--- config.mk ---
export PLATFORM = sky130hd
export DESIGN_NAME = lbps_sequencer
export DESIGN_NICKNAME = d
export VERILOG_FILES = /design/src/design/lbps_pkg.sv /design/src/design/lbps_base_clock.sv /design/src/design/lbps_sequencer.sv
export SDC_FILE = /design/constraint.sdc
export NUM_CORES = 1
export LEC_CHECK = 0
export BUFFER_PORTS_ARGS = -buffer_cell sky130_fd_sc_hd__buf_2
export CAP_MARGIN = 20
export CORE_ASPECT_RATIO = 0.9
export CORE_MARGIN = 1.5
export CORE_UTILIZATION = 40
export CTS_CLUSTER_SIZE = 30
export DETAILED_ROUTE_END_ITERATION = 12
export HOLD_SLACK_MARGIN = 0.02
export PLACE_DENSITY = 0.73
export RECOVER_POWER = 50
export SYNTH_ARGS = -nofsm -noshare
export SYNTH_HDL_FRONTEND = slang
export SYNTH_SLANG_ARGS = --single-unit
--- constraint.sdc ---
create_clock -name clk_sys -period 6.4 [get_ports clk_sys]
set_clock_uncertainty 0.15 [all_clocks]
set_input_delay 0.64 -clock clk_sys [delete_from_list [all_inputs] [get_ports clk_sys]]
set_output_delay 0.64 -clock clk_sys [all_outputs]
set_load 0.01 [all_outputs]
--- src/design/lbps_pkg.sv ---
// Package of constants, types and helpers for the backplane phase sequencer.
// Assumes a single system clock; shared by the sequencer top and its base clock divider.
package lbps_pkg;

	// Phase and pin geometry.
	localparam int unsigned    LBPS_PHASES      = 8;
	localparam int unsigned    LBPS_PINS        = 22;
	localparam int unsigned    LBPS_PERIOD_W    = 11;

	// Frame divider arithmetic: base period = (divider + offset) * prescale * multiplier.
	localparam logic [3:0]     LBPS_DIV_OFFSET  = 4'h4;
	localparam logic [3:0]     LBPS_FRAME_MUL   = 4'h8;

	// Duty prescale factors for one through eight backplanes.
	localparam logic [4:0]     LBPS_Y_DUTY1     = 5'h10;
	localparam logic [4:0]     LBPS_Y_DUTY2     = 5'h08;
	localparam logic [4:0]     LBPS_Y_DUTY3     = 5'h05;
	localparam logic [4:0]     LBPS_Y_DUTY4     = 5'h04;
	localparam logic [4:0]     LBPS_Y_DUTY5     = 5'h03;
	localparam logic [4:0]     LBPS_Y_DUTY6     = 5'h03;
	localparam logic [4:0]     LBPS_Y_DUTY7     = 5'h02;
	localparam logic [4:0]     LBPS_Y_DUTY8     = 5'h02;

	// Reset values.
	localparam logic [2:0]     LBPS_DUTY_RESET  = 3'h3;
	localparam logic [2:0]     LBPS_PHASE_RESET = 3'h0;

	// Clock source select codes.
	localparam logic           LBPS_SRC_XTAL    = 1'b0;
	localparam logic           LBPS_SRC_ALT     = 1'b1;

	// Drive level codes of the one-third bias ladder (four levels).
	localparam logic [1:0]     LBPS_LVL_V0      = 2'h0;
	localparam logic [1:0]     LBPS_LVL_V1      = 2'h1;
	localparam logic [1:0]     LBPS_LVL_V2      = 2'h2;
	localparam logic [1:0]     LBPS_LVL_V3      = 2'h3;

	typedef enum logic {
		LBPS_SEQ_IDLE = 1'b0,
		LBPS_SEQ_RUN  = 1'b1
	} lbps_seq_t;

	// Returns the duty prescale factor.
	function automatic logic [4:0] lbps_prescale(input logic [2:0] duty);
		logic [4:0] y;
		y = LBPS_Y_DUTY1;
		unique case (duty)
			3'h0: y = LBPS_Y_DUTY1;
			3'h1: y = LBPS_Y_DUTY2;
			3'h2: y = LBPS_Y_DUTY3;
			3'h3: y = LBPS_Y_DUTY4;
			3'h4: y = LBPS_Y_DUTY5;
			3'h5: y = LBPS_Y_DUTY6;
			3'h6: y = LBPS_Y_DUTY7;
			3'h7: y = LBPS_Y_DUTY8;
		endcase
		return y;
	endfunction

	// Returns the base clock period in display clock edges.
	function automatic logic [LBPS_PERIOD_W-1:0] lbps_period(input logic [2:0] duty, input logic [2:0] div);
		logic [LBPS_PERIOD_W-1:0] p;
		p = LBPS_PERIOD_W'({1'b0, div} + LBPS_DIV_OFFSET) * LBPS_PERIOD_W'(lbps_prescale(duty))
			* LBPS_PERIOD_W'(LBPS_FRAME_MUL);
		return p;
	endfunction

endpackage

--- src/design/lbps_base_clock.sv ---
// Base clock divider: selects the display clock and emits base and half-base ticks.
// Assumes both display clock inputs are slow levels synchronous to clk_sys.
`timescale 1ns/100ps
module lbps_base_clock (
	// System clock and reset.
	input  wire logic       clk_sys,
	input  wire logic       resetn,
	// Display clock sources.
	input  wire logic       xtalClk,
	input  wire logic       altClk,
	input  wire logic       sourceSelect,
	// Configuration.
	input  wire logic       run,
	input  wire logic [2:0] duty,
	input  wire logic [2:0] frameDividerSelect,
	// Ticks.
	output logic            baseTick,
	output logic            halfTick
);
	import lbps_pkg::*;

	logic                     displayClock_reg;
	logic                     displayClockPrev_reg;
	logic                     displayEdge;
	logic [LBPS_PERIOD_W-1:0] count_reg;
	logic [LBPS_PERIOD_W-1:0] period;

	assign displayEdge = displayClock_reg & ~displayClockPrev_reg;
	assign period      = lbps_period(duty, frameDividerSelect);

	always_ff @(posedge clk_sys or negedge resetn) begin
		if (!resetn) begin
			displayClock_reg     <= 1'b0;
			displayClockPrev_reg <= 1'b0;
		end else begin
			displayClock_reg     <= (sourceSelect == LBPS_SRC_ALT) ? altClk : xtalClk;
			displayClockPrev_reg <= displayClock_reg;
		end
	end

	always_ff @(posedge clk_sys or negedge resetn) begin
		if (!resetn) begin
			count_reg <= '0;
			baseTick  <= 1'b0;
			halfTick  <= 1'b0;
		end else begin
			baseTick <= 1'b0;
			halfTick <= 1'b0;
			if (!run) begin
				count_reg <= '0;
			end else if (displayEdge) begin
				if (count_reg >= period - LBPS_PERIOD_W'(1)) begin
					count_reg <= '0;
					baseTick  <= 1'b1;
				end else begin
					count_reg <= count_reg + LBPS_PERIOD_W'(1);
					halfTick  <= (count_reg == (period >> 1) - LBPS_PERIOD_W'(1));
				end
			end
		end
	end

endmodule // lbps_base_clock

--- src/design/lbps_sequencer.sv ---
// Backplane phase sequencer top: steps phases A to H and drives pin levels.
// Assumes configuration inputs are static registers synchronous to clk_sys.
`timescale 1ns/100ps
module lbps_sequencer #(
	parameter int unsigned NUM_PINS = lbps_pkg::LBPS_PINS
) (
	// System clock and reset.
	input  wire logic                                 clk_sys,
	input  wire logic                                 resetn,
	// Display clock sources.
	input  wire logic                                 xtalClk,
	input  wire logic                                 altClk,
	// Control fields.
	input  wire logic                                 displayGlobalEnable,
	input  wire logic                                 sourceSelect,
	input  wire logic [2:0]                           dutySelect,
	input  wire logic [2:0]                           frameDividerSelect,
	// Per pin configuration.
	input  wire logic [NUM_PINS-1:0]                  pinFunctionEnable,
	input  wire logic [NUM_PINS-1:0]                  backplaneEnableBit,
	input  wire logic [NUM_PINS*lbps_pkg::LBPS_PHASES-1:0] segmentPhaseBits,
	// Pin drive.
	output logic      [2*NUM_PINS-1:0]                pinLevel,
	output logic      [NUM_PINS-1:0]                  pinDriveEn,
	// Status.
	output logic      [lbps_pkg::LBPS_PHASES-1:0]     phaseActive,
	output logic      [2:0]                           currentPhase,
	output logic      [2:0]                           activeDuty,
	output logic                                      frameStart,
	output logic                                      running
);
	import lbps_pkg::*;

	lbps_seq_t                state_reg;
	lbps_seq_t                state_next;
	logic [2:0]               duty_reg;
	logic [2:0]               phase_reg;
	logic [2:0]               phase_next;
	logic                     polarity_reg;
	logic                     baseTick;
	logic                     halfTick;
	logic                     lastPhase;
	logic                     staticMode;
	logic [2*NUM_PINS-1:0]    level_next;
	logic [NUM_PINS-1:0]      driveEn_next;

	lbps_base_clock u_base_clock (
		.clk_sys            (clk_sys),
		.resetn             (resetn),
		.xtalClk            (xtalClk),
		.altClk             (altClk),
		.sourceSelect       (sourceSelect),
		.run                (state_reg == LBPS_SEQ_RUN),
		.duty               (duty_reg),
		.frameDividerSelect (frameDividerSelect),
		.baseTick           (baseTick),
		.halfTick           (halfTick)
	);

	// The last phase index equals the duty code, since the code is count minus one.
	assign lastPhase  = (phase_reg == duty_reg);
	assign staticMode = (duty_reg == 3'h0);

	// Sequencer state: idle while the display is disabled.
	always_comb begin
		state_next = state_reg;
		unique case (state_reg)
			LBPS_SEQ_IDLE: begin
				if (displayGlobalEnable) begin
					state_next = LBPS_SEQ_RUN;
				end
			end
			LBPS_SEQ_RUN: begin
				if (!displayGlobalEnable) begin
					state_next = LBPS_SEQ_IDLE;
				end
			end
		endcase
	end

	always_ff @(posedge clk_sys or negedge resetn) begin
		if (!resetn) begin
			state_reg <= LBPS_SEQ_IDLE;
		end else begin
			state_reg <= state_next;
		end
	end

	// Duty is taken while idle or at a frame boundary so no frame is cut short.
	always_ff @(posedge clk_sys or negedge resetn) begin
		if (!resetn) begin
			duty_reg <= LBPS_DUTY_RESET;
		end else if (state_reg == LBPS_SEQ_IDLE || (baseTick && lastPhase)) begin
			duty_reg <= dutySelect;
		end
	end

	// Phase counter advances once per base period and wraps after the last phase.
	always_comb begin
		phase_next = phase_reg;
		if (state_reg == LBPS_SEQ_IDLE) begin
			phase_next = LBPS_PHASE_RESET;
		end else if (baseTick) begin
			phase_next = lastPhase ? LBPS_PHASE_RESET : phase_reg + 3'h1;
		end
	end

	always_ff @(posedge clk_sys or negedge resetn) begin
		if (!resetn) begin
			phase_reg <= LBPS_PHASE_RESET;
		end else begin
			phase_reg <= phase_next;
		end
	end

	// Drive polarity flips every half base period to keep the glass free of DC.
	always_ff @(posedge clk_sys or negedge resetn) begin
		if (!resetn) begin
			polarity_reg <= 1'b0;
		end else if (state_reg == LBPS_SEQ_IDLE) begin
			polarity_reg <= 1'b0;
		end else if (baseTick || halfTick) begin
			polarity_reg <= ~polarity_reg;
		end
	end

	// Pin level generation on the four-level ladder.
	always_comb begin
		level_next   = '0;
		driveEn_next = '0;
		for (int p = 0; p < NUM_PINS; p++) begin
			logic bitSet;
			logic [1:0] lvl;
			bitSet = segmentPhaseBits[p*LBPS_PHASES + int'(phase_reg)];
			lvl    = LBPS_LVL_V0;
			if (staticMode) begin
				// Static: only the outer levels, two square waves in or out of phase.
				if (backplaneEnableBit[p]) begin
					lvl = polarity_reg ? LBPS_LVL_V3 : LBPS_LVL_V0;
				end else begin
					lvl = (polarity_reg ^ bitSet) ? LBPS_LVL_V3 : LBPS_LVL_V0;
				end
			end else if (backplaneEnableBit[p]) begin
				if (bitSet) begin
					lvl = polarity_reg ? LBPS_LVL_V3 : LBPS_LVL_V0;
				end else begin
					lvl = polarity_reg ? LBPS_LVL_V1 : LBPS_LVL_V2;
				end
			end else begin
				if (bitSet) begin
					lvl = polarity_reg ? LBPS_LVL_V0 : LBPS_LVL_V3;
				end else begin
					lvl = polarity_reg ? LBPS_LVL_V2 : LBPS_LVL_V1;
				end
			end
			if (state_reg == LBPS_SEQ_RUN && pinFunctionEnable[p] && displayGlobalEnable) begin
				driveEn_next[p]      = 1'b1;
				level_next[2*p +: 2] = lvl;
			end
		end
	end

	always_ff @(posedge clk_sys or negedge resetn) begin
		if (!resetn) begin
			pinLevel   <= '0;
			pinDriveEn <= '0;
		end else begin
			pinLevel   <= level_next;
			pinDriveEn <= driveEn_next;
		end
	end

	// Status outputs.
	always_ff @(posedge clk_sys or negedge resetn) begin
		if (!resetn) begin
			phaseActive  <= '0;
			currentPhase <= LBPS_PHASE_RESET;
		end else begin
			phaseActive  <= (state_next == LBPS_SEQ_RUN) ? LBPS_PHASES'(1) << phase_next : '0;
			currentPhase <= phase_next;
		end
	end

	always_ff @(posedge clk_sys or negedge resetn) begin
		if (!resetn) begin
			activeDuty <= LBPS_DUTY_RESET;
		end else begin
			activeDuty <= duty_reg;
		end
	end

	always_ff @(posedge clk_sys or negedge resetn) begin
		if (!resetn) begin
			frameStart <= 1'b0;
		end else begin
			frameStart <= (state_reg == LBPS_SEQ_RUN) && baseTick && lastPhase;
		end
	end

	always_ff @(posedge clk_sys or negedge resetn) begin
		if (!resetn) begin
			running <= 1'b0;
		end else begin
			running <= (state_next == LBPS_SEQ_RUN);
		end
	end

endmodule // lbps_sequencer

# == Word-level counts from Yosys, hierarchy flattened ==
# Memory sizes are Yosys's and may differ from the RTL's.
# Cells that the tools add are included.
# word_totals
mem_count,1
reg_bits,101
mem_bits_ro,40
wordCells,387
in_bits,232
# memory_table
memory,depth,word_bits,rd,rd_ports_with_merged_regs,wr,line,text
(no name shown),8,5,1,0,0,lbps_pkg.sv:47,unique case (duty)
# op_classes
n_eq_ne,4
n_reduce_logical,50
multipliers,1
n_lt_le_gt_ge,23
add_sub_neg,26
shifts,1
bitwise,26
n_mux,241
# ops
cell,count
$mux W2,158
$bmux W1 S8,21
$lt A8 B9 Y1 const B,8
$add A7 B3 Y8 const A,8
$add A8 B3 Y9 const A,6
$lt A9 B9 Y1 const B,6
$mux W1,54
$logic_and A1 B1 Y1,47
$lt A7 B9 Y1 const B,4
$mux W11,3
$add A6 B3 Y7 const A,4
$xor A1 B1 Y1,22
$lt A6 B9 Y1 const B,2
$add A5 B3 Y6 const A,2
$add A11 B1 Y11 const B,1
$eq A11 B11 Y1,1
$ge A11 B11 Y1,1
$mul A11 B5 Y8,1
$sub A10 B1 Y11 const B,1
$sub A11 B1 Y11 const B,1
$lt A3 B9 Y1 const B,1
$lt A5 B9 Y1 const B,1
$mux W3,3
$mux W8,1
other kinds (11),15

# == Logic depth before layout (Yosys ltp) ==
# Gate-level depths: netlist of the first run.
# depth
ltp_word,8
depth_mapped,22
ltp_nobuf,20

# == Modules after synthesis ==
# Synthesis of the first run repeated with hierarchy kept, for this count alone.
# unflattened
hier_cells,771
hier_area_um2,7458.4
# modules_own_cells
mod,instances,seq_area_each_um2,cells_each,area_per_inst_um2
lbps_sequencer,1,2157.1,576,5718.0
lbps_base_clock,1,375.4,195,1740.4

# == Least setup slack after synthesis of the first run ==
# Ideal clock, no wire load.
# synth_path
path_type,in2reg
from,in frameDividerSelect[2]
to,reg u_base_clock.count_reg[3]
setup_time_ps,65
stages,20
t_arrival_ps,4866
path_slack_ps,1320
cell_sequence,clkbuf_1 -> nand2_1 -> a21o_1 -> ha_1 -> fa_1 -> inv_1 -> fa_1 -> nand2b_1 -> a21oi_1 -> xor2_1 -> nor3b_4 -> xnor2_1 -> ha_1 -> a2111oi_2 -> a21oi_1 -> nor3_2 -> nand2_1 -> buf_2 -> o211ai_1 -> o21a_1
# synth_between
elab_chain_cells,7
# synth_rtl
element,line,text
start: declaration,lbps_sequencer.sv:17,"input wire logic [2:0] frameDividerSelect,"
$add A3 B3 Y4,lbps_pkg.sv:63,"p = LBPS_PERIOD_W'({1'b0, div} + LBPS_DIV_OFFSET) * LBPS_PERIOD_W'(lbps_prescale(duty))"
$mul A11 B5 Y8,lbps_pkg.sv:63,
$sub A11 B1 Y11,lbps_base_clock.sv:52,if (count_reg >= period - LBPS_PERIOD_W'(1)) begin
$ge A11 B11 Y1,lbps_base_clock.sv:52,
$mux W11,lbps_base_clock.sv:52,
$mux W11,lbps_base_clock.sv:51,end else if (displayEdge) begin
$mux W11,lbps_base_clock.sv:49,if (!run) begin
end signal: assignment,lbps_base_clock.sv:56,count_reg <= count_reg + LBPS_PERIOD_W'(1);
end: declaration,lbps_base_clock.sv:25,logic [LBPS_PERIOD_W-1:0] count_reg;
# No other way between the ends. The select of a mux whose other input is x is not followed.
# A chain may end at the register's enable or synchronous reset.

# == Worst setup path after layout of the first run ==
# layout_path
from,reg duty_reg[1]
to,reg u_base_clock.count_reg[9]
# layout_between
elab_chain_cells,7
# layout_rtl
element,line,text
start: declaration,lbps_sequencer.sv:36,logic [2:0] duty_reg;
start signal: assignment,lbps_sequencer.sv:94,duty_reg <= dutySelect;
$mem_v2 Z8 W5,-,
$mul A11 B5 Y8,lbps_pkg.sv:63,
$sub A11 B1 Y11,lbps_base_clock.sv:52,
$ge A11 B11 Y1,lbps_base_clock.sv:52,
$mux W11,lbps_base_clock.sv:52,
$mux W11,lbps_base_clock.sv:51,
$mux W11,lbps_base_clock.sv:49,
# No other way between the ends. The select of a mux whose other input is x is not followed.

==> metrics.md, run 1 <==
| Metric | Value |
|---|---|
| Met2 Use GR | about 36% |
| Arrival time at the worst endpoint | 5.76 ns |
| GR Layer Usage met1 | 29.78% |
| Sequential power share | 41.7% |
| Dominant combinational cell family by area after synthesis | multiplexers |
| I/O Pins | between 300 and 400 |
| Slew Limit Fails | 48 |
| Static Leakage | 0.004071 uW |
| First-pass GRT wire length | ~31 mm |
| Share of post-route cells with drive strength above 1 | a little under two fifths |
| Cts repair resizes | 0 |
| Total of hold buffers inserted after clock tree synthesis | 0 |
| Number of max-capacitance violations reported | 1 |
| Core area | 0.01689 mm^2 |
| Max clock buf depth | 2 |
| Synthesized area per cell | between 10 and 15 um^2 |
| CTS HTree Levels | 3 |
| Slowest cell on crit path | sky130_fd_sc_hd__dfstp_1 |
| Cells along the critical path | nand2_1 > nor3_1 > a21o_1 > ha_1 > fa_1 > inv_1 > fa_1 > nand2b_1 > a21oi_1 > xor2_1 > nor3b_4 > xnor2_1 > ha_1 > a2111oi_2 > a21oi_1 > nor3_2 > nand2_1 > nor4_1 > a21o_1 |
| Critical register-to-register path startpoint | duty_reg[1]$_DFFE_PN1P_ |
| Multiplexer share of the synthesized area | 22.49% |
| Starting density of the core | about two fifths |
| Total Die Area | about 0.018 mm^2 |
| Count of synthesis-stage warnings from yosys | 0 |
| Setup bufs post-CTS | 0 |
| Detailed placement HPWL | roughly 16 mm |
| Total GRT Usage | 22.61% |
| Predominant post-synthesis flop cell | sky130_fd_sc_hd__dfrtp_1 |
| End point of the most critical hold path | u_base_clock.displayClockPrev_reg$_DFF_PN0_ |
| VDD IR-drop max | about 0.00013 V |
| Detailed-route via count | between 5,000 and 6,000 |
| Power per unit of standard cell area | ~180 mW/mm^2 |
| Final cell count without fillers | between 1,000 and 1,500 |
| Number of nets in the synthesized netlist | 885 |
| Hold path depth | 0 |
| Busiest layer in global routing | met2 |
| Net total in the final layout | between 1,000 and 1,500 |
| Largest stage delay on the critical path | about 0.76 ns |
| Worst setup slack before clock tree synthesis | 0.8267 ns |
| Cell at the root of the clock tree | sky130_fd_sc_hd__clkbuf_16 |
| Comb power frac | 24.3% |
| Reg-to-reg endpoint | u_base_clock.count_reg[9]$_DFFE_PN0P_ |
| Share of the cycle needed by the critical path after routing | a little under 90% |
| Y dimension of the die | around 130 um |
| Post-synthesis adder-cell area fraction | roughly 5.2% |
| Clock latency at the later pin of the worst-skew pair | between 0.3 and 0.4 ns |
| EDFF count, synth | 0 |
| Seq/Total Area, Yosys | roughly 37% |
| Antenna Violating Nets Remaining | 0 |
| Async set-or-reset flop fraction in the synthesized netlist | 100.0% |
| Global routing met3 resource utilization | a little under 6% |
| Count of antenna diodes in the layout | 0 |
| Hold Worst Slack | 0.2306 ns |
| Number of antenna violations at the first check in global routing | 0 |
| Synthesized flop and latch total | just over 100 |
| Routability-driven placement congestion ratio | slightly below 0.9 |
| Post-Synth Simple-Gate Area | a little over an eighth |
| Unrepaired setup endpoints after global routing | false |
| Total DRC errors in the routed layout | 0 |
| Post-layout worst setup margin | 0.7858 ns |
| Post-Syn Area | between 0.006 and 0.007 mm^2 |
| Minimum period implied by the final worst setup slack | 5.614 ns |
| Count of cells along the worst register-to-register path | 19 |
| Num CTS Buffers | 9 |
| Worst slew pin tran | between 2 and 2.5 ns |
| Largest register FFs | 44 |
| Maximum number of pins on one net before global-route repair | 56 |
| WL per Instance | ~18 um |
| Cell accounting for the most synthesized area | sky130_fd_sc_hd__dfrtp_1 |
| Net switching share of the total power | 28.55% |
| Total global routing overflow | 0 |
| Startpoint of the tightest hold check path | u_base_clock.displayClock_reg$_DFF_PN0_ |
| Achievable clock frequency | 178.1 MHz |
| Share of the synthesized netlist area taken by xor and xnor gates | 9.458% |
| Number of port buffers | between 300 and 400 |
| Setup slack on the worst flop-to-flop path | between 0.7 and 0.8 ns |
| First-pass iteration count of the detailed router | 5 |
| Post-layout utilization of the core | 51.96% |
| Endpoint class of the critical path | flip-flop |
| Outcome | finished with violations |
| Final setup vio count | 0 |
| Kind of critical path | flip-flop to flip-flop |
| Worst relative slew slack | -65.84% |
| Net switching power figure | 462.5 uW |
| Synth unique cells | 59 |
| Instance count of the mapped netlist | 626 |
| Via density per instance | 5.216 |
| Relative contribution of the clock network to total power | 34.0% |
| Compound-Gate Fraction of Synth Area | 7.501% |
| Maximum fanout count along the critical path | 14 |
| Number of core rows | 45 |
| Number of buffers and inverters on the critical path | 1 |
| Kind of cell adding the most delay to the critical path | simple AND/OR/NAND/NOR gates |
| Leading cell types by total area after synthesis | sky130_fd_sc_hd__dfrtp_1 35%, sky130_fd_sc_hd__mux4_2 14%, sky130_fd_sc_hd__mux2i_4 7.2% |
| CTS tree | yes |
| Initial DRC count | between 300 and 400 |
| Area fraction of the dominant cell type after synthesis | 35.15% |
| Horizontal extent of the die | between 100 and 150 um |
| Number of global-route vias before repair | roughly 5,600 |
| Clock-pin slew of the registers on the worst-case setup and hold paths | around 0.070 ns |
| Clock sink total | just over 100 |
| Violations in the final reports | capacitance limit, slew limit |
| Final hold violation count | 0 |
| Startpoint Class | flip-flop |
| Path class of the lowest-slack min-delay path | flip-flop to flip-flop |
| Layout overhead on the synthesized area | 27.09% |
| Setup TNS | 0 ns |
| CP required | approximately 6.5 ns |
| Internal power summed over all cells | 1158 uW |
| Cell total after placement | around 1,100 |
| Total Routed Length | 20.40 mm |
## worst max path at each step
| stage | start | to | slack (ns) | cells after the start |
|---|---|---|---|---|
| final | duty_reg[1]$_DFFE_PN1P_ | u_base_clock.count_reg[9]$_DFFE_PN0P_ | 0.79 | 19 |
| after global routing | duty_reg[1]$_DFFE_PN1P_ | u_base_clock.count_reg[9]$_DFFE_PN0P_ | 0.36 | 19 |
| after CTS | duty_reg[1]$_DFFE_PN1P_ | u_base_clock.count_reg[9]$_DFFE_PN0P_ | 0.92 | 19 |
| after detailed placement | frameDividerSelect[2] | u_base_clock.count_reg[9]$_DFFE_PN0P_ | 0.83 | 20 |
| after global placement | frameDividerSelect[2] | u_base_clock.count_reg[9]$_DFFE_PN0P_ | 1.05 | 20 |
| after floorplan | frameDividerSelect[2] | u_base_clock.count_reg[3]$_DFFE_PN0P_ | 1.32 | 20 |
## power by group through the flow
stage                     registers, uW  clock network (uW)  logic [uW]
after floorplan                     690                   0         246
after global placement              687                   0         391
after detailed placement            688                   0         397
after CTS                           675                 570         400
after global routing                678                 593         436
final                               675                 551         394
## synth_stat cells, types with 15 or more instances
cell type                   n
sky130_fd_sc_hd__mux4_2    44
sky130_fd_sc_hd__clkbuf_1  15
sky130_fd_sc_hd__ha_1      24
sky130_fd_sc_hd__a21oi_1   29
sky130_fd_sc_hd__nand2_1   43
sky130_fd_sc_hd__xnor2_1   56
sky130_fd_sc_hd__nand3_1   36
sky130_fd_sc_hd__nor2_1    83
sky130_fd_sc_hd__o21ai_1   26
sky130_fd_sc_hd__inv_1     32
sky130_fd_sc_hd__mux2i_4   22
sky130_fd_sc_hd__dfrtp_1   97
## area by class of cell
class,count,area [um^2]
Timing Repair Buffer,319,1524
Clock buffer,11,232.7
Clock inverter,5,61.31
Sequential cell,101,2542
Multi-Input combinational cell,456,4031
Fill cell,1542,8115
Inverter,32,120.1
Tap cell,211,264.0
## stage by stage
stage | instance area (um^2) | power (uW)
floorplan | 6905 | 935.2
detailed placement | 8564 | 1084
finish | 8776 | 1620
global route | 8776 | 1707
global placement | 8564 | 1079
CTS | 8859 | 1645
## placed cells by master (no fill, tap or decap), types with 2 or more instances in the layout
cell type	synthesis	final
sky130_fd_sc_hd__a211oi_1	2	2
sky130_fd_sc_hd__a21o_1	6	6
sky130_fd_sc_hd__a21oi_1	29	29
sky130_fd_sc_hd__and2_1	2	2
sky130_fd_sc_hd__and3_1	5	5
sky130_fd_sc_hd__buf_2	9	233
sky130_fd_sc_hd__buf_4	3	5
sky130_fd_sc_hd__clkbuf_1	15	82
sky130_fd_sc_hd__clkbuf_16	0	9
sky130_fd_sc_hd__clkinvlp_4	0	3
sky130_fd_sc_hd__dfrtp_1	97	93
sky130_fd_sc_hd__dfrtp_2	0	2
sky130_fd_sc_hd__dfrtp_4	0	2
sky130_fd_sc_hd__dfstp_1	0	2
sky130_fd_sc_hd__dfstp_2	4	2
sky130_fd_sc_hd__fa_1	3	3
sky130_fd_sc_hd__ha_1	24	24
sky130_fd_sc_hd__inv_1	32	32
sky130_fd_sc_hd__mux2_2	5	5
sky130_fd_sc_hd__mux2i_4	22	22
sky130_fd_sc_hd__mux4_2	44	44
sky130_fd_sc_hd__nand2_1	43	43
sky130_fd_sc_hd__nand2b_1	4	4
sky130_fd_sc_hd__nand3_1	36	36
sky130_fd_sc_hd__nand4_1	2	2
sky130_fd_sc_hd__nor2_1	83	83
sky130_fd_sc_hd__nor2b_1	2	2
sky130_fd_sc_hd__nor3_1	7	7
sky130_fd_sc_hd__nor3b_1	3	3
sky130_fd_sc_hd__nor4_1	2	2
sky130_fd_sc_hd__o211ai_1	3	3
sky130_fd_sc_hd__o21a_1	2	2
sky130_fd_sc_hd__o21ai_0	8	8
sky130_fd_sc_hd__o21ai_1	26	26
sky130_fd_sc_hd__xnor2_1	56	56
sky130_fd_sc_hd__xnor3_1	3	3
sky130_fd_sc_hd__xor2_1	9	9
## cells by family after synthesis
group                      Yosys count
AOI/OAI and AO/OA                   86
xor gates and xnor gates            69
adders and majority gates           27
buffers and inverters               69
DFF                                101
muxes                               72
and+or+nand+nor                    202
## per-layer routing
layer | wire length (um) | vias to the layer above
met5 | 0 | -
met4 | 464 | 0
met3 | 1629 | 33
met2 | 9552 | 231
met1 | 8756 | 2870
li1 | - | 2786
Note: power is estimated with default switching activity, not from simulation.
==> run 2: changes to the inputs <==
Settings changed: PLACE_DENSITY 0.73 to 0.81, SKIP_CTS_REPAIR_TIMING set to 1, SYNTH_HIERARCHICAL set to 1.
==> metrics.md, run 2 <==
| Metric | Value |
|---|---|
| Number of antenna violations at the first check in global routing | 5 |
| Path class of the lowest-slack min-delay path | flip-flop to flip-flop |
| Synth unique cells | 63 |
| Kind of critical path | flip-flop to flip-flop |
| End point of the most critical hold path | u_base_clock/displayClockPrev_reg$_DFF_PN0_ |
| Starting density of the core | 40.65% |
| Comb power frac | a little under a quarter |
| Share of post-route cells with drive strength above 1 | between 30 and 40% |
| Max clock buf depth | 2 |
| Post-Syn Area | 0.007458 mm^2 |
| Largest register FFs | 44 |
| Violations in the final reports | capacitance limit, slew limit |
| Minimum period implied by the final worst setup slack | 5.714 ns |
| EDFF count, synth | 0 |
| Met2 Use GR | a little over two fifths |
| Busiest layer in global routing | met2 |
| WL per Instance | between 15 and 20 um |
| Total global routing overflow | 0 |
| Number of core rows | 47 |
| Startpoint of the tightest hold check path | u_base_clock/displayClock_reg$_DFF_PN0_ |
| Net switching share of the total power | between 20% and 30% |
| Leading cell types by total area after synthesis | sky130_fd_sc_hd__dfrtp_1 33%, sky130_fd_sc_hd__mux4_2 13%, sky130_fd_sc_hd__and3_1 4.2% |
| Internal power summed over all cells | approximately 1200 uW |
| CP required | about 6.5 ns |
| Endpoint class of the critical path | flip-flop |
| Global routing met3 resource utilization | 4.586% |
| Detailed-route via count | approximately 7,400 |
| Area fraction of the dominant cell type after synthesis | between 30% and 40% |
| Maximum fanout count along the critical path | 28 |
| Layout overhead on the synthesized area | 25.73% |
| Launching element of the worst setup path | duty_reg[2]$_DFFE_PN0P_ |
| Cell at the root of the clock tree | sky130_fd_sc_hd__clkbuf_16 |
| Hold Worst Slack | between 0.2 and 0.3 ns |
| Async set-or-reset flop fraction in the synthesized netlist | 100.0% |
| GR Layer Usage met1 | 31.31% |
| Startpoint Class | flip-flop |
| Setup slack on the worst flop-to-flop path | 0.69 ns |
| Hold path depth | 0 |
| Total DRC errors in the routed layout | 0 |
| Unrepaired setup endpoints after global routing | false |
| Maximum number of pins on one net before global-route repair | 85 |
| I/O Pins | between 300 and 400 |
| Number of port buffers | roughly 310 |
| Power per unit of standard cell area | between 150 and 200 mW/mm^2 |
| Number of max-capacitance violations reported | 3 |
| Via density per instance | around 5.7 |
| Count of cells along the worst register-to-register path | 20 |
| Share of the cycle needed by the critical path after routing | around 90% |
| First-pass GRT wire length | about 37 mm |
| Synthesized area per cell | ~9.7 um^2 |
| Predominant post-synthesis flop cell | sky130_fd_sc_hd__dfrtp_1 |
| Static Leakage | approximately 0.0047 uW |
| Routability-driven placement congestion ratio | roughly 0.86 |
| Worst setup slack before clock tree synthesis | approximately 0.85 ns |
| Worst relative slew slack | -56.89% |
| Instance count of the mapped netlist | 771 |
| Total GRT Usage | 24.64% |
| Clock-pin slew of the registers on the worst-case setup and hold paths | 0.07 ns |
| Seq/Total Area, Yosys | around a third |
| Y dimension of the die | 132.5 um |
| Number of global-route vias before repair | 6,985 |
| Most repeated cell in the gate-level netlist after synthesis | sky130_fd_sc_hd__dfrtp_1 |
| Net switching power figure | between 400 and 500 uW |
| Sequential power share | between 40% and 50% |
| Number of nets in the synthesized netlist | 1,030 |
| Num CTS Buffers | 9 |
| Initial DRC count | 485 |
| Final hold violation count | 0 |
| Horizontal extent of the die | between 100 and 150 um |
| Outcome | finished with violations |
| Net total in the final layout | ~1,300 |
| Detailed placement HPWL | 18.46 mm |
| Most frequent cells after synthesis | 97 x sky130_fd_sc_hd__dfrtp_1, 56 x sky130_fd_sc_hd__nand3_1, 55 x sky130_fd_sc_hd__nor2_1, 50 x sky130_fd_sc_hd__and3_1, 49 x sky130_fd_sc_hd__nor3_1 |
| Slew Limit Fails | approximately 130 |
| Clock latency at the later pin of the worst-skew pair | 0.35 ns |
| Reg-to-reg endpoint | u_base_clock/count_reg[6]$_DFFE_PN0P_ |
| Worst slew pin tran | 2.353 ns |
| Post-layout worst setup margin | 0.6863 ns |
| VDD IR-drop max | between 0.00015 and 0.0002 V |
| First-pass iteration count of the detailed router | 5 |
| Cell accounting for the most synthesized area | sky130_fd_sc_hd__dfrtp_1 |
| Relative contribution of the clock network to total power | between 30% and 40% |
| Post-layout utilization of the core | 51.11% |
| CTS tree | yes |
| Clock sink total | ~100 |
| Most frequent cells in the layout | 235 x sky130_fd_sc_hd__buf_2, 93 x sky130_fd_sc_hd__dfrtp_1, 79 x sky130_fd_sc_hd__clkbuf_1 |
| Most common cell after layout, fill and taps aside | sky130_fd_sc_hd__buf_2 |
| Count of synthesis-stage warnings from yosys | 6 |
| Final setup vio count | 0 |
| CTS HTree Levels | 3 |
| Antenna Violating Nets Remaining | 0 |
| Total Routed Length | around 24 mm |
| Setup TNS | 0 ns |
| Total Die Area | slightly below 0.02 mm^2 |
| Synthesized flop and latch total | approximately 100 |
| Arrival time at the worst endpoint | slightly below 6 ns |
| Core area | between 0.015 and 0.02 mm^2 |
| Overall Power | about 1700 uW |
| Critical register-to-register path startpoint | duty_reg[2]$_DFFE_PN0P_ |
| Achievable clock frequency | approximately 180 MHz |
[run 2: cell count changes after synthesis, sizes merged, moves of 22 or more]
cell | before | now
nor4 | 2 | 24
xnor2 | 57 | 14
o31ai | 0 | 23
nand4 | 2 | 24
and3 | 5 | 50
a21oi | 29 | 7
nor2 | 83 | 56
clkbuf | 15 | 39
nor3 | 9 | 51
[run 2: metrics by stage]
step | cell area (um^2) | std cells
2_1_floorplan | 7458 | 771
3_3_place_gp | 9154 | 1282
3_5_place_dp | 9154 | 1282
4_1_cts | 9477 | 1298
5_1_grt | 9378 | 1300
6_report | 9378 | 1300
[run 2: cells by family (layout without fill, tap and decap cells)]
family	Yosys count	after routing	synth area share [%]
buf+inv	88	370	5.217
flops	101	101	33.95
mux	72	72	17.30
xor+xnor	26	26	3.607
simple gates	345	345	24.74
compound gates	112	112	10.35
other cells	0	2	0
fa+ha+maj	27	27	4.831
[run 2: worst max path at each step]
stage               slack, ns  cells after the start                               endpoint
floorplan                1.44                     21  u_base_clock/count_reg[8]$_DFFE_PN0P_
global placement         1.04                     19  u_base_clock/count_reg[5]$_DFFE_PN0P_
detailed placement       0.85                     19  u_base_clock/count_reg[6]$_DFFE_PN0P_
CTS                      0.83                     19  u_base_clock/count_reg[6]$_DFFE_PN0P_
global route             0.35                     20  u_base_clock/count_reg[6]$_DFFE_PN0P_
finish                   0.69                     20  u_base_clock/count_reg[6]$_DFFE_PN0P_
[run 2: power groups by stage]
stage | logic (uW) | registers [uW] | clock network (uW)
finish | 392 | 686 | 604
global route | 432 | 690 | 648
CTS | 398 | 686 | 621
detailed placement | 395 | 698 | 0
global placement | 385 | 697 | 0
floorplan | 230 | 695 | 0
[run 2: worst max-delay path, cell delays in order, from the launching register on]
cell                        delay (ns)
sky130_fd_sc_hd__dfrtp_1          0.98
sky130_fd_sc_hd__nor2b_2          0.38
sky130_fd_sc_hd__nor2_1           0.10
sky130_fd_sc_hd__nor2_1           0.14
sky130_fd_sc_hd__ha_1             0.25
sky130_fd_sc_hd__ha_1             0.28
sky130_fd_sc_hd__ha_1             0.16
sky130_fd_sc_hd__inv_1            0.06
sky130_fd_sc_hd__fa_1             0.39
sky130_fd_sc_hd__nand2b_1         0.16
sky130_fd_sc_hd__a21oi_1          0.16
sky130_fd_sc_hd__xor2_1           0.40
sky130_fd_sc_hd__nor3b_4          0.10
sky130_fd_sc_hd__xnor2_1          0.15
sky130_fd_sc_hd__ha_1             0.22
sky130_fd_sc_hd__a2111oi_1        0.50
sky130_fd_sc_hd__a21oi_1          0.10
sky130_fd_sc_hd__nor2_2           0.28
sky130_fd_sc_hd__nand2_2          0.23
sky130_fd_sc_hd__nor4_1           0.35
sky130_fd_sc_hd__a21o_1           0.11
[run 2: cell type report]
| class | count | area [um^2] |
|---|---|---|
| clock inverter | 6 | 93.84 |
| clock buffer | 10 | 229.0 |
| inverter | 31 | 116.4 |
| antenna | 2 | 5.005 |
| fill | 1714 | 8970 |
| tap | 245 | 306.5 |
| timing repair buffer | 323 | 1541 |
| multi-input combinational | 582 | 4543 |
| sequential | 101 | 2542 |
[run 2: metal layers]
metal  vias up  routed length (um)
met5         -                  32
met3        46                1752
met1      3518                9984
li1       3436                   -
met2       346               12040
met4         4                 631
